$ cat src/common/sfsf_pkg.sv
// Notes on behaviour
// - Status register is 16 bits, read/write
// - Writing one never sets a flag
// - Zero clears only after flag read as one
// - Transmit-end, framing, parity flags are read-only
// - Bits 15 to 10 read zero
// - Overrun flag at bit 9, resets zero
// - Overrun set when character completes, FIFO full; here only in async mode with receive enabled
// - Both flags cleared by either reset
// - Receive-enable low keeps overrun flag
// - Transmit-stop at bit 8 set on count match
// - Software clears transmit-stop by read-then-zero
package sfsf_pkg;
  // ----------------------------------------------------------------
  // Register map
  // ----------------------------------------------------------------
  localparam logic [7:0] SERIAL_STATUS_ADDR = 8'h00;
  localparam logic [7:0] STOP_COUNT_ADDR = 8'h04;
  localparam logic [7:0] CONTROL_ADDR = 8'h08;
  localparam logic [7:0] IRQ_STATUS_ADDR = 8'h0C;
  localparam logic [7:0] IRQ_MASK_ADDR = 8'h10;
  localparam logic [7:0] FIFO_DATA_ADDR = 8'h14;
  localparam logic [7:0] TX_COUNT_ADDR = 8'h18;
  // ----------------------------------------------------------------
  // Fields
  // ----------------------------------------------------------------
  localparam int STATUS_W = 16;
  localparam int DATA_W = 8;
  localparam int COUNT_W = 8;
  localparam int OVERRUN_BIT = 9;
  localparam int TX_STOP_BIT = 8;
  localparam int RX_ERR_BIT = 7;
  localparam int TX_END_BIT = 6;
  localparam int TX_EMPTY_BIT = 5;
  localparam int BREAK_BIT = 4;
  localparam int FRAMING_BIT = 3;
  localparam int PARITY_BIT = 2;
  localparam int RX_FULL_BIT = 1;
  localparam int DATA_READY_BIT = 0;
  localparam int CTRL_RX_EN_BIT = 0;
  localparam int CTRL_ASYNC_BIT = 1;
  localparam int IRQ_OVERRUN_BIT = 0;
  localparam int IRQ_TX_STOP_BIT = 1;
  localparam logic [15:0] CLEARABLE_MASK = 16'h03B3;
  localparam logic [15:0] STATUS_RESET = 16'h0040;
  localparam logic [31:0] CTRL_RESET = 32'h0000_0002;
  localparam int FIFO_DEPTH = 16;
endpackage : sfsf_pkg

$ cat src/rtl/sfsf_sync.sv
`timescale 1ns/100ps
`default_nettype none
module sfsf_sync #(
  parameter logic RESET_VAL = 1'b0
) (
  input wire logic sys_clk,
  input wire logic rstn,
  input wire logic din,
  output logic dout
);
  logic [2:0] stage_reg;

  // Three-stage capture; change taken once last two agree
  // Reset to the line's idle level so no false edge follows reset
  always_ff @(posedge sys_clk) begin
    if (!rstn) begin
      stage_reg <= {3{RESET_VAL}};
      dout <= RESET_VAL;
    end else begin
      stage_reg <= {stage_reg[1:0], din};
      if (stage_reg[2] == stage_reg[1]) begin
        dout <= stage_reg[2];
      end
    end
  end
endmodule : sfsf_sync
`default_nettype wire

$ cat src/rtl/sfsf_rx_fifo.sv
`timescale 1ns/100ps
`default_nettype none
module sfsf_rx_fifo #(
  parameter int WIDTH = 8,
  parameter int DEPTH = 16
) (
  input wire logic sys_clk,
  input wire logic rstn,
  input wire logic wr_valid,
  input wire logic [WIDTH-1:0] wr_data,
  input wire logic rd_pop,
  output logic [WIDTH-1:0] rd_data,
  output logic full,
  output logic empty
);
  localparam int AW = $clog2(DEPTH);
  logic [WIDTH-1:0] mem_reg [DEPTH];
  logic [AW-1:0] wptr_reg;
  logic [AW-1:0] rptr_reg;
  logic [AW:0] count_reg;
  logic do_wr;
  logic do_rd;

  // Full FIFO refuses the write so older data is kept
  assign do_wr = wr_valid && !full;
  assign do_rd = rd_pop && !empty;
  assign full = (count_reg == AW'(0) + (AW+1)'(DEPTH));
  assign empty = (count_reg == '0);

  // Storage
  always_ff @(posedge sys_clk) begin
    if (do_wr) begin
      mem_reg[wptr_reg] <= wr_data;
    end
  end

  // Pointers and fill level
  always_ff @(posedge sys_clk) begin
    if (!rstn) begin
      wptr_reg <= '0;
      rptr_reg <= '0;
      count_reg <= '0;
    end else begin
      if (do_wr) begin
        wptr_reg <= wptr_reg + AW'(1);
      end
      if (do_rd) begin
        rptr_reg <= rptr_reg + AW'(1);
      end
      count_reg <= count_reg + (AW+1)'(do_wr) - (AW+1)'(do_rd);
    end
  end

  // Registered head of queue
  always_ff @(posedge sys_clk) begin
    if (!rstn) begin
      rd_data <= '0;
    end else begin
      rd_data <= mem_reg[rptr_reg];
    end
  end
endmodule : sfsf_rx_fifo
`default_nettype wire

$ cat src/rtl/sfsf_status.sv
// Chosen here: the register offsets and register access over APB.
`timescale 1ns/100ps
`default_nettype none
module sfsf_status #(
  parameter int DATA_W = 8,
  parameter int COUNT_W = 8,
  parameter int FIFO_DEPTH = 16
) (
  input wire logic sys_clk,
  input wire logic rstn,
  // APB slave
  input wire logic psel,
  input wire logic penable,
  input wire logic pwrite,
  input wire logic [7:0] paddr,
  input wire logic [31:0] pwdata,
  output logic [31:0] prdata,
  output logic pready,
  output logic pslverr,
  // Receiver side
  input wire logic rx_done,
  input wire logic [DATA_W-1:0] rx_char,
  output logic rx_hold,
  // Transmitter side
  input wire logic tx_sent,
  // Other status sources, from outside the clock domain
  input wire logic rx_err_evt,
  input wire logic tx_empty_evt,
  input wire logic break_evt,
  input wire logic rx_full_evt,
  input wire logic data_ready_evt,
  input wire logic tx_end_lvl,
  input wire logic framing_lvl,
  input wire logic parity_lvl,
  output logic irq
);
  // ----------------------------------------------------------------
  // Declarations
  // ----------------------------------------------------------------
  logic [15:0] serial_status_reg;
  logic [15:0] serial_status_next;
  logic [15:0] read_seen_reg;
  logic [15:0] read_seen_next;
  logic [15:0] set_vec;
  logic [15:0] clr_vec;
  logic [COUNT_W-1:0] transmit_stop_count_reg;
  logic [COUNT_W-1:0] tx_count_reg;
  logic [31:0] serial_control_reg;
  logic [1:0] irq_mask_reg;
  logic [1:0] irq_status_reg;
  logic [DATA_W-1:0] receive_fifo_data;
  logic fifo_full;
  logic fifo_empty;
  logic fifo_pop;
  logic wr_acc;
  logic rd_acc;
  logic addr_ok;
  logic receive_enable_bit;
  logic overrun_set;
  logic tx_stop_set;
  logic [7:0] ext_raw;
  logic [7:0] ext_sync;
  logic [4:0] evt_prev_reg;
  logic [4:0] evt_rise;
  logic [15:0] status_view;

  // ----------------------------------------------------------------
  // Pin synchronisers
  // ----------------------------------------------------------------
  assign ext_raw = {rx_err_evt, tx_empty_evt, break_evt, rx_full_evt, data_ready_evt,
                    tx_end_lvl, framing_lvl, parity_lvl};

  // One synchroniser per external status line; transmit-end idles high
  for (genvar i = 0; i < 8; i++) begin : g_sync
    sfsf_sync #(
      .RESET_VAL((i == 2) ? 1'b1 : 1'b0)
    ) u_sync (
      .sys_clk(sys_clk),
      .rstn(rstn),
      .din(ext_raw[i]),
      .dout(ext_sync[i])
    );
  end

  // Rising edges of the event inputs
  always_ff @(posedge sys_clk) begin
    if (!rstn) begin
      evt_prev_reg <= '0;
    end else begin
      evt_prev_reg <= ext_sync[7:3];
    end
  end
  assign evt_rise = ext_sync[7:3] & ~evt_prev_reg;

  // ----------------------------------------------------------------
  // APB decode
  // ----------------------------------------------------------------
  assign pready = 1'b1;
  assign wr_acc = psel && penable && pwrite;
  assign rd_acc = psel && penable && !pwrite;
  assign addr_ok = (paddr == sfsf_pkg::SERIAL_STATUS_ADDR) || (paddr == sfsf_pkg::STOP_COUNT_ADDR) ||
                   (paddr == sfsf_pkg::CONTROL_ADDR) || (paddr == sfsf_pkg::IRQ_STATUS_ADDR) ||
                   (paddr == sfsf_pkg::IRQ_MASK_ADDR) || (paddr == sfsf_pkg::FIFO_DATA_ADDR) ||
                   (paddr == sfsf_pkg::TX_COUNT_ADDR);
  assign pslverr = psel && penable && !addr_ok;
  assign receive_enable_bit = serial_control_reg[sfsf_pkg::CTRL_RX_EN_BIT];

  // ----------------------------------------------------------------
  // Receive path
  // ----------------------------------------------------------------
  // Overrun: character completes while FIFO is full, async mode only
  assign overrun_set = rx_done && fifo_full && receive_enable_bit &&
                       serial_control_reg[sfsf_pkg::CTRL_ASYNC_BIT];
  assign rx_hold = serial_status_reg[sfsf_pkg::OVERRUN_BIT] || !receive_enable_bit;
  assign fifo_pop = rd_acc && (paddr == sfsf_pkg::FIFO_DATA_ADDR);

  sfsf_rx_fifo #(
    .WIDTH(DATA_W),
    .DEPTH(FIFO_DEPTH)
  ) u_fifo (
    .sys_clk(sys_clk),
    .rstn(rstn),
    .wr_valid(rx_done && !rx_hold),
    .wr_data(rx_char),
    .rd_pop(fifo_pop),
    .rd_data(receive_fifo_data),
    .full(fifo_full),
    .empty(fifo_empty)
  );

  // ----------------------------------------------------------------
  // Transmit-stop counting
  // ----------------------------------------------------------------
  // Counts sent characters; cleared when software clears the flag
  always_ff @(posedge sys_clk) begin
    if (!rstn) begin
      tx_count_reg <= '0;
    end else if (clr_vec[sfsf_pkg::TX_STOP_BIT]) begin
      tx_count_reg <= '0;
    end else if (tx_sent) begin
      tx_count_reg <= tx_count_reg + COUNT_W'(1);
    end
  end
  // Pulse on the character that reaches the stop value, so a clear is not undone
  assign tx_stop_set = tx_sent && (transmit_stop_count_reg != '0) &&
                       ((tx_count_reg + COUNT_W'(1)) == transmit_stop_count_reg);

  // ----------------------------------------------------------------
  // Serial status flags
  // ----------------------------------------------------------------
  // Set sources; writes never add to this
  always_comb begin
    set_vec = '0;
    set_vec[sfsf_pkg::OVERRUN_BIT] = overrun_set;
    set_vec[sfsf_pkg::TX_STOP_BIT] = tx_stop_set;
    set_vec[sfsf_pkg::RX_ERR_BIT] = evt_rise[4];
    set_vec[sfsf_pkg::TX_EMPTY_BIT] = evt_rise[3];
    set_vec[sfsf_pkg::BREAK_BIT] = evt_rise[2];
    set_vec[sfsf_pkg::RX_FULL_BIT] = evt_rise[1];
    set_vec[sfsf_pkg::DATA_READY_BIT] = evt_rise[0];
  end

  // Clear only bits written zero after being read as one
  assign clr_vec = (wr_acc && paddr == sfsf_pkg::SERIAL_STATUS_ADDR) ?
                   (~pwdata[15:0] & read_seen_reg & sfsf_pkg::CLEARABLE_MASK) : 16'h0000;

  // Next flag value; set wins over clear, receive-enable has no effect
  always_comb begin
    serial_status_next = (serial_status_reg & ~clr_vec) | set_vec;
    serial_status_next = serial_status_next & sfsf_pkg::CLEARABLE_MASK;
  end

  // Flag storage, zero on reset
  always_ff @(posedge sys_clk) begin
    if (!rstn) begin
      serial_status_reg <= '0;
    end else begin
      serial_status_reg <= serial_status_next;
    end
  end

  // Read-as-one memory, dropped once the flag is gone
  always_comb begin
    read_seen_next = read_seen_reg & serial_status_next;
    if (rd_acc && paddr == sfsf_pkg::SERIAL_STATUS_ADDR) begin
      read_seen_next = read_seen_next | (serial_status_reg & serial_status_next);
    end
    if (wr_acc && paddr == sfsf_pkg::SERIAL_STATUS_ADDR) begin
      read_seen_next = read_seen_next & ~clr_vec;
    end
  end

  always_ff @(posedge sys_clk) begin
    if (!rstn) begin
      read_seen_reg <= '0;
    end else begin
      read_seen_reg <= read_seen_next;
    end
  end

  // Read view merges read-only levels; top bits zero
  always_comb begin
    status_view = serial_status_reg;
    status_view[sfsf_pkg::TX_END_BIT] = ext_sync[2];
    status_view[sfsf_pkg::FRAMING_BIT] = ext_sync[1];
    status_view[sfsf_pkg::PARITY_BIT] = ext_sync[0];
    status_view[15:10] = '0;
  end

  // ----------------------------------------------------------------
  // Control registers
  // ----------------------------------------------------------------
  always_ff @(posedge sys_clk) begin
    if (!rstn) begin
      serial_control_reg <= sfsf_pkg::CTRL_RESET;
    end else if (wr_acc && paddr == sfsf_pkg::CONTROL_ADDR) begin
      serial_control_reg <= {30'h0000_0000, pwdata[1:0]};
    end
  end

  always_ff @(posedge sys_clk) begin
    if (!rstn) begin
      transmit_stop_count_reg <= '0;
    end else if (wr_acc && paddr == sfsf_pkg::STOP_COUNT_ADDR) begin
      transmit_stop_count_reg <= pwdata[COUNT_W-1:0];
    end
  end

  always_ff @(posedge sys_clk) begin
    if (!rstn) begin
      irq_mask_reg <= '0;
    end else if (wr_acc && paddr == sfsf_pkg::IRQ_MASK_ADDR) begin
      irq_mask_reg <= pwdata[1:0];
    end
  end

  // ----------------------------------------------------------------
  // Interrupts
  // ----------------------------------------------------------------
  // Sticky event bits, write one to clear, set wins
  always_ff @(posedge sys_clk) begin
    if (!rstn) begin
      irq_status_reg <= '0;
    end else begin
      irq_status_reg <= (irq_status_reg &
                         ~((wr_acc && paddr == sfsf_pkg::IRQ_STATUS_ADDR) ? pwdata[1:0] : 2'h0)) |
                        {tx_stop_set, overrun_set};
    end
  end

  assign irq = |(irq_status_reg & irq_mask_reg);

  // ----------------------------------------------------------------
  // Read data
  // ----------------------------------------------------------------
  always_comb begin
    case (paddr)
      sfsf_pkg::SERIAL_STATUS_ADDR: prdata = {16'h0000, status_view};
      sfsf_pkg::STOP_COUNT_ADDR: prdata = 32'(transmit_stop_count_reg);
      sfsf_pkg::CONTROL_ADDR: prdata = serial_control_reg;
      sfsf_pkg::IRQ_STATUS_ADDR: prdata = {30'h0000_0000, irq_status_reg};
      sfsf_pkg::IRQ_MASK_ADDR: prdata = {30'h0000_0000, irq_mask_reg};
      sfsf_pkg::FIFO_DATA_ADDR: prdata = fifo_empty ? 32'h0000_0000 : 32'(receive_fifo_data);
      sfsf_pkg::TX_COUNT_ADDR: prdata = 32'(tx_count_reg);
      default: prdata = 32'h0000_0000;
    endcase
  end
endmodule : sfsf_status
`default_nettype wire

$ cat config.mk
export PLATFORM = sky130hd
export DESIGN_NAME = sfsf_status
export DESIGN_NICKNAME = d
export VERILOG_FILES = /design/src/common/sfsf_pkg.sv /design/src/rtl/sfsf_sync.sv /design/src/rtl/sfsf_rx_fifo.sv /design/src/rtl/sfsf_status.sv
export SDC_FILE = /design/constraint.sdc
export NUM_CORES = 1
export LEC_CHECK = 0
export BUFFER_PORTS_ARGS = -buffer_cell sky130_fd_sc_hd__buf_4
export CAP_MARGIN = 20
export CORE_UTILIZATION = 40
export DETAILED_ROUTE_END_ITERATION = 10
export PLACE_DENSITY_LB_ADDON = 0.12
export SYNTH_ARGS = -nofsm -noshare
export SYNTH_HDL_FRONTEND = slang
export SYNTH_SLANG_ARGS = --single-unit
$ cat constraint.sdc
create_clock -name sys_clk -period 3.9 [get_ports sys_clk]
set_input_delay 0.78 -clock sys_clk [delete_from_list [all_inputs] [get_ports sys_clk]]
set_output_delay 0.78 -clock sys_clk [all_outputs]
set_load 0.02 [all_outputs]
==> results of run 1 <==
cell usage in the layout (no fill, tap or decap), types with 4 or more instances in the layout:
| cell type | n |
|---|---|
| a22oi_1 | 12 |
| dfxtp_1 | 92 |
| a21boi_0 | 10 |
| conb_1 | 23 |
| or3b_1 | 5 |
| nand4_1 | 7 |
| inv_1 | 13 |
| clkinv_1 | 4 |
| mux4_2 | 42 |
| clkbuf_16 | 24 |
| edfxtp_1 | 128 |
| nor3_1 | 8 |
| and3_1 | 4 |
| o21ai_0 | 21 |
| xnor2_1 | 16 |
| buf_4 | 57 |
| and2_1 | 46 |
| or3_1 | 5 |
| a21oi_1 | 18 |
| nor2_1 | 30 |
| xor2_1 | 7 |
| nand2_1 | 40 |
| nor2b_1 | 25 |
| mux2i_1 | 17 |
| clkinv_2 | 6 |
| nand3_1 | 7 |
| nand2b_1 | 6 |
| ha_1 | 12 |
worst reg2reg max path, delay by kind of cell, from the launching register on:
family | cells | cell delay, ps
buf+inv | 2 | 130
flops | 1 | 320
fa+ha+maj | 4 | 1090
simple gates | 6 | 1240
compound gates | 1 | 140
power breakdown:
part / total [mW] / internal [mW] / switching (mW)
clock: 2.13 / 1.23 / 0.898
sequential: 2.50 / 2.49 / 0.00932
combinational: 0.135 / 0.0501 / 0.0854
total: 4.76 / 3.77 / 0.992
final cells by class:
type | instances | area, sq um | share of cell area
clock inverters | 15 | 113.9 | 0.01078
flip-flops and latches | 222 | 5728 | 0.5424
repair buffers | 58 | 447.9 | 0.04242
inverters | 13 | 48.80 | 0.004621
well taps | 285 | 356.6 | 0.03377
multi-input cells | 394 | 3229 | 0.3058
clock buffers | 28 | 635.6 | 0.06019
per-layer routing:
| metal | global-route usage | vias to the layer above |
|---|---|---|
| met5 | 0 | - |
| met4 | 0.04048 | 0 |
| met3 | 0.02452 | 29 |
| met2 | 0.2842 | 104 |
| met1 | 0.2031 | 2695 |
| li1 | - | 2493 |
cells by family after synthesis:
family          count (synthesis)  synth area share
simple gates                  197            0.1233
xor+xnor                       23           0.02176
other cells                     2         0.0008112
mux                            60            0.1218
compound gates                 78           0.05433
buf+inv                        65           0.04122
fa+ha+maj                      13           0.01838
flops                         222            0.6185
through the flow:
step | utilization | power, mW
finish | 0.4664 | 4.763
global route | 0.4664 | 4.931
CTS | 0.4664 | 4.822
detailed placement | 0.4333 | 2.684
global placement | 0.4333 | 2.679
floorplan | - | 2.633
final timing paths:
check                                  endpoint  slack, ps  cells after the start
setup reg to reg            u_fifo.count_reg[4]        890                     13
hold reg to reg   g_sync[2].u_sync.stage_reg[1]        430                      1
setup / recovery                      prdata[3]        480                      7
hold / removal    g_sync[2].u_sync.stage_reg[1]        430                      1
==> metrics.txt, run 1 <==
fin crit period=approximately 3400 ps; LEAKAGE=3.631 nW; post-CTS sizing=0; drt wl/cell=around 18 um; CP bufs+invs=2; Max Transition Viols Final=0; first-pass GRT wire length=29.25 mm; Fin. Hold Viols=0; CP max FO=9; Detail Placement HPWL=between 10 and 15 mm; top routing layer in use=met4; Final GP Congestion=0.8440; Synth top cells by count=edfxtp_1, dfxtp_1, and2_1; H-tree Lvls=1; Skew-Pair Late Insertion Delay=just over 500 ps; fin nets=about 790; worst-path cell chain=inv_1 -> ha_1 -> or4b_1 -> and4_1 -> a22oi_1 -> o21ai_0 -> buf_4; Synth Instances=660; die height=approximately 150 um; TritonCTS clock tree=done; final setup fails=0; post-route DRC violation count=0; kind of end point of the critical path=primary output; Rel. slew slack=0.3279; drt first pass iters=5; num ports=between 90 and 100; RSZ-0062 raised after global routing=no; Final Instance Area=10560 sq um; clock root cell=clkbuf_16; synthesized area=around 9300 sq um; DR vias=5321; Worst setup SP type=register; pwr dens=between 400 and 500 nW/um^2; area leader, netlist=edfxtp_1; Remaining Overflow, GRT=0; met2 routed WL=9.379 mm; Hold WS=around 430 ps; initial antenna violation count=0; largest net degree at the start of global routing=88; post-placement cell count=between 900 and 1000; ys async rst share=0; Tcrit/Tclk final=0.8759; number of buffers created by CTS=24; Netlist cell types=54; Syn Area/Cell=between 10 and 15 sq um; # hold bufs at CTS=0; post-route ant nets=0; Die X=around 150 um; diode count=0; share of the synthesized area in the top cell type=0.4152; drt initial violations=slightly above 300; number of flops mapped to enable cells by yosys=about 130; Max VDD drop=a little over 0.0003 V; max cap viols=0; CP max stage cell=or4b_1; register bit total from synthesis=222; flip-flop count of the largest register after layout=roughly 130; vias per cell=roughly 5.2; Area Growth Syn to Fin=14.07%; Hold Startpoint=g_sync[2].u_sync.stage_reg[0]; CP Class=register to primary output; Critical Path RT=about 3100 ps; FILL cells=around 2000; Initial Utilization=0.4089; sequential fraction of the synthesis area=0.6185; Non-Filler Instances=just over 1000; post-CTS setup buffers=0; area of the die=about 24000 sq um; total length of routed met3 wires=between 600 and 700 um; clk_skew=about 22 ps; Max clock buf depth=3; warnings from Yosys=0; WL met1=between 8 and 9 mm; CP delay by family, top=simple AND/OR/NAND/NOR gates; CTS sink cnt=222; r2r startpoint=u_fifo.count_reg[3]; worst min path class=register to register; setup TNS=0 ps; Placed Area=9811 sq um; clock-pin slew on the worst setup and hold paths=60 ps; final WL=~19 mm; Setup WS post-layout=around 480 ps; Synth area leaders=edfxtp_1, dfxtp_1, mux4_2, and2_1, buf_4; pre-CTS WS=588.9 ps; row count=55; IO Port Bufs=53; upper clock frequency limit=~290 MHz; Arr. time, crit path=~2600 ps; core box area=between 20000 and 25000 sq um; slowest stage delay, CP=around 470 ps; GRT Overall Usage=0.1598; most common cell in the netlist=edfxtp_1; Post-synth top flop=edfxtp_1; share of cells above drive strength 1=0.2055; vias in the first global route=roughly 5400; beginning of the critical path=u_fifo.count_reg[3]; status=finished clean; worst slew pin tran=about 1000 ps
(Power assumes the default switching activity.)
==> run 2, diff against run 1 <==
- ABC_AREA: unset -> 1
- CORE_UTILIZATION: 40 -> 53
- clock period: 3.9 -> 3.1 ns (I/O delays scaled with it)
==> run 2 against run 1 <==
Net effect: utilization rose by 15 points; combinational power rose by 20%; cell count rose by 25%; sequential cell count did not move; global-route usage rose by 6.8 points; non-clock buffer count rose by 19; power rose by 25%; clock power rose by 24%; largest power group unchanged.
==> metrics.txt, run 2 <==
status=finished clean; register bit total from synthesis=~220; most frequent cells in the layout=nor2_1, nand2_1, edfxtp_1, inv_1, dfxtp_1; clock root cell=clkbuf_16; sequential power share=0.527; Non-Filler Instances=roughly 1300; initial antenna violation count=0; flip-flop count of the largest register after layout=between 100 and 150; Setup WS post-layout=372.9 ps; clock-pin slew on the worst setup and hold paths=approximately 60 ps; worst slew pin tran=approximately 830 ps; RSZ-0062 raised after global routing=no; Netlist cell types=39; Tcrit/Tclk final=0.8797; Area Growth Syn to Fin=14.14%; die height=about 130 um; post-route DRC violation count=0; Arr. time, crit path=about 2100 ps; Setup crit end=prdata[5]; sequential fraction of the synthesis area=0.6121; Max clock buf depth=3; # hold bufs at CTS=0; sw frac=0.2089; r2r startpoint=u_fifo.count_reg[2]; Detail Placement HPWL=13.35 mm; drt first pass iters=5; Switch Pwr=about 1.2 mW; post-placement cell count=roughly 1200; pre-CTS WS=between 200 and 250 ps; DR vias=approximately 6700; core box area=17240 sq um; share of the synthesized area in the top cell type=0.4109; CP Class=register to primary output; setup TNS=0 ps; reg-to-reg slack, setup=about 560 ps; Final GP Congestion=approximately 0.89; drt wl/cell=between 15 and 20 um; Hold Startpoint=tx_empty_evt; Fin. Hold Viols=0; Initial Utilization=0.5427; area leader, netlist=edfxtp_1; Max Transition Viols Final=0; post-route ant nets=0; beginning of the critical path=u_fifo.count_reg[2]; Synth top cells by count=nor2_1, nand2_1, edfxtp_1; clock share of power=0.445; largest net degree at the start of global routing=between 60 and 70; max cap viols=0; Worst Reg-to-Reg Cells=14; Die X=roughly 130 um; diode count=0; final WL=a little over 20 mm; GRT Overall Usage=0.2279; Rel. slew slack=0.4421; Critical Path RT=2480 ps; fin nets=between 1000 and 1500; ys async rst share=0; Hold WS=approximately 280 ps; Internal=roughly 4.7 mW; vias per cell=roughly 5.3; CTS sink cnt=approximately 220; IO Port Bufs=53; post-CTS sizing=0; LEAKAGE=4.242 nW; Syn Area/Cell=a little under 10 sq um; worst r2r dst=u_fifo.count_reg[4]; fin crit period=around 2700 ps; most common cell after layout, fill and taps aside=nor2_1; TritonCTS clock tree=done; number of flops mapped to enable cells by yosys=about 130; upper clock frequency limit=~370 MHz; Skew-Pair Late Insertion Delay=~520 ps; Synth area leaders=edfxtp_1, dfxtp_1, nor2_1, nand2_1, o21ai_0; Synth Instances=960; post-CTS setup buffers=0; H-tree Lvls=1; first-pass GRT wire length=roughly 32 mm; synthesized area=a little over 9000 sq um; Remaining Overflow, GRT=0; final setup fails=0; CP max FO=10; Worst setup SP type=register; drt initial violations=between 600 and 700; row count=48; Post-synth top flop=edfxtp_1; warnings from Yosys=0; share of cells above drive strength 1=0.1267; most common cell in the netlist=nor2_1; worst min path class=primary input to register; area of the die=18180 sq um; kind of end point of the critical path=primary output; pwr dens=about 560 nW/um^2; Max VDD drop=~0.00052 V; number of buffers created by CTS=24; clk_skew=approximately 17 ps; Comb pwr share=0.027; num ports=99; vias in the first global route=6097
[run 2: cell count changes after synthesis, moves of 20 or more]
cell,before,now
mux4_2,42,0
and2_1,46,0
o21ai_0,21,90
nor2b_1,25,5
nand2_1,40,130
nand3_1,7,44
o211ai_1,3,30
inv_1,13,97
nor2_1,30,138
a21oi_1,18,49
[run 2: layout make-up]
class,instances,area (sq um)
clock inverter,10,91.34
multi-input combinational,598,2982
timing repair buffer,77,578.1
clock buffer,34,638.1
inverter,101,379.1
tap,225,281.5
sequential,222,5727
fill,1455,6560
[run 2: kinds of logic (layout without fill, tap and decap cells)]
| group | count (synthesis) | count (layout) | share of synthesized area |
|---|---|---|---|
| buffers and inverters | 161 | 222 | 0.07758 |
| AND/OR/NAND/NOR | 345 | 345 | 0.1561 |
| other | 2 | 23 | 0.0008029 |
| AO/OA/AOI/OAI | 214 | 214 | 0.1324 |
| flip-flops | 222 | 222 | 0.6121 |
| adder cells (fa/ha/maj) | 13 | 13 | 0.01819 |
| XOR/XNOR | 3 | 3 | 0.002810 |
[run 2: power by group through the flow]
stage,clock (mW),combinational [mW],sequential [mW]
after floorplan,0,0.0980,3.20
after global placement,0,0.160,3.20
after detailed placement,0,0.162,3.20
after CTS,2.69,0.163,3.14
after global routing,2.82,0.181,3.14
final,2.65,0.162,3.14
[run 2: how the worst min path moves through the flow]
stage | end | slack (ps) | cells after the start
final | g_sync[6].u_sync.stage_reg[0] | 280 | 3
after global routing | g_sync[6].u_sync.stage_reg[0] | 270 | 3
after floorplan | g_sync[0].u_sync.stage_reg[1] | 390 | 2
after detailed placement | g_sync[7].u_sync.stage_reg[1] | 400 | 2
after global placement | g_sync[3].u_sync.stage_reg[1] | 390 | 2
after CTS | g_sync[3].u_sync.stage_reg[0] | 260 | 3
[run 2: routing by layer]
metal / up-vias / share of wire / global-route usage
li1: 3359 / - / -
met1: 3142 / 0.47 / 0.3292
met2: 163 / 0.46 / 0.3625
met3: 29 / 0.048 / 0.03228
met4: 0 / 0.018 / 0.05868
met5: - / 0 / 0
[run 2: worst max-delay path: stages (launching register included)]
cell and delay (ps):
dfxtp_1 320, inv_1 70, ha_1 170, nand4_1 170
buf_4 220, a32oi_1 300, o211ai_1 150, buf_4 190
[run 2: stage by stage]
step,utilization,instance area [sq um],total power [mW]
3_5_place_dp,0.5771,9947,3.364
3_3_place_gp,0.5771,9947,3.361
5_1_grt,0.6194,10680,6.141
2_1_floorplan,-,9433,3.298
4_1_cts,0.6194,10680,5.990
6_report,0.6194,10680,5.950
==> run 3, diff against run 2 <==
- CORE_UTILIZATION: 53 -> 59
- clock period: 3.1 -> 2.8 ns (I/O delays scaled with it)
==> run 3 against run 2 <==
Net effect: clock power rose by 7%; power rose by 8.9%; via count rose by 0.54%; sequential cell count did not move; die area fell by 10%; combinational power rose by 9.9%; non-clock buffer count rose by 8; first-iteration DRC count fell by 17%; global-route usage rose by 2.5 points; worst setup slack got worse by 120 ps; critical path depth did not move; sequential power rose by 11%; critical endpoint is now prdata[1].
==> metrics.txt, run 3 (synthesis results as in run 2) <==
Remaining Overflow, GRT=0; largest net degree at the start of global routing=56; CP delay by family, top=buffers and inverters; Max Transition Viols Final=0; Detail Placement HPWL=~13 mm; status=finished clean; post-route ant nets=0; # hold bufs at CTS=0; worst-path cell chain=inv_1 -> ha_1 -> nand4_1 -> buf_4 -> a32oi_1 -> nand4_1 -> buf_4; CP Class=register to primary output; drt first pass iters=5; post-CTS sizing=0; fin crit period=about 2500 ps; num ports=99; TritonCTS clock tree=done; drt wl/cell=between 15 and 20 um; number of buffers created by CTS=23; Initial Utilization=0.6108; CP max FO=10; diode count=0; Die X=127.9 um; final setup fails=0; Tcrit/Tclk final=0.9083; first-pass GRT wire length=32.10 mm; initial antenna violation count=0; CTS sink cnt=~220; GRT Overall Usage=0.2527; register area=about 5700 sq um; drt initial violations=roughly 540; post-route DRC violation count=0; Critical Path RT=roughly 2200 ps; area of the multi-input gates=~3000 sq um; Skew-Pair Late Insertion Delay=around 510 ps; Hold WS=approximately 240 ps; clock-pin slew on the worst setup and hold paths=~60 ps; Final Instance Area=around 11000 sq um; FILL cells=between 1000 and 1500; flip-flop count of the largest register after layout=between 100 and 150; DR vias=between 6000 and 7000; IO Port Bufs=53; LEAKAGE=4.267 nW; Max clock buf depth=3; vias per cell=around 5.3; most common cell after layout, fill and taps aside=nor2_1; Final GP Congestion=about 0.86; clk_skew=~11 ps; CP bufs+invs=3; slowest stage delay, CP=310 ps; final WL=19.78 mm; Worst setup SP type=register; setup TNS=0 ps; Rel. slew slack=0.4350; clock root cell=clkbuf_16; vias in the first global route=about 6400; worst slew pin tran=846.5 ps; H-tree Lvls=1; most frequent cells in the layout=nor2_1, nand2_1, edfxtp_1, inv_1, dfxtp_1; pwr dens=606.5 nW/um^2; CP max stage cell=dfxtp_1; Placed Area=9990 sq um; core box area=around 15000 sq um; upper clock frequency limit=393.2 MHz; row count=45; Arr. time, crit path=around 2000 ps; Non-Filler Instances=1259; fin nets=approximately 1100; share of cells above drive strength 1=0.1317; RSZ-0062 raised after global routing=no; kind of end point of the critical path=primary output; Max VDD drop=~0.0006 V; Area Growth Syn to Fin=14.26%; max cap viols=0; Fin. Hold Viols=0; post-placement cell count=between 1000 and 1500; area of the die=about 16000 sq um; worst min path class=primary input to register; die height=between 100 and 150 um; post-CTS setup buffers=0
run 3: changes by cell type in the layout (fill, tap and decap cells not counted), sizes merged:
cell and change:
clkbuf -2, buf +8
run 3: layout make-up:
class | count | area share
clock buffer | 32 | 0.05795
inverter | 101 | 0.03547
clock inverter | 10 | 0.007375
tap | 211 | 0.02470
multi-input combinational | 598 | 0.2790
timing repair buffer | 85 | 0.05970
sequential | 222 | 0.5358
run 3: worst paths after layout:
kind | start | end | slack [ps] | depth (start not counted)
worst max-delay path | u_fifo.count_reg[3] | prdata[1] | 260 | 7
worst min-delay path | rx_err_evt | g_sync[7].u_sync.stage_reg[0] | 240 | 3
worst max register to register | u_fifo.count_reg[3] | u_fifo.count_reg[4] | 390 | 14
worst min register to register | evt_prev_reg[3] | serial_status_reg[5] | 410 | 1
run 3: worst min-delay path, delay by kind of cell:
kind | cells | cell delay [ps]
buf+inv | 2 | 110
simple gates | 1 | 40
run 3: per-layer routing:
metal  GRT usage  vias to the layer above  part of all wire
met4     0.07059                        0             0.019
met5           0                        -                 0
li1            -                     3357                 -
met2      0.4035                      201              0.46
met3     0.03464                       33             0.057
met1      0.3643                     3138              0.46
run 3: power by group:
part | internal [mW] | switching, mW
clock network | 1.64 | 1.19
registers | 3.46 | 0.0105
logic | 0.0573 | 0.120
run 3: through the flow:
step	power [mW]	util	setup slack, ps
after floorplan	3.651	-	257.0
after global placement	3.719	0.6523	82.79
after detailed placement	3.722	0.6523	37.50
after CTS	6.524	0.6979	225.9
after global routing	6.665	0.6979	102.5
final	6.482	0.6979	256.7
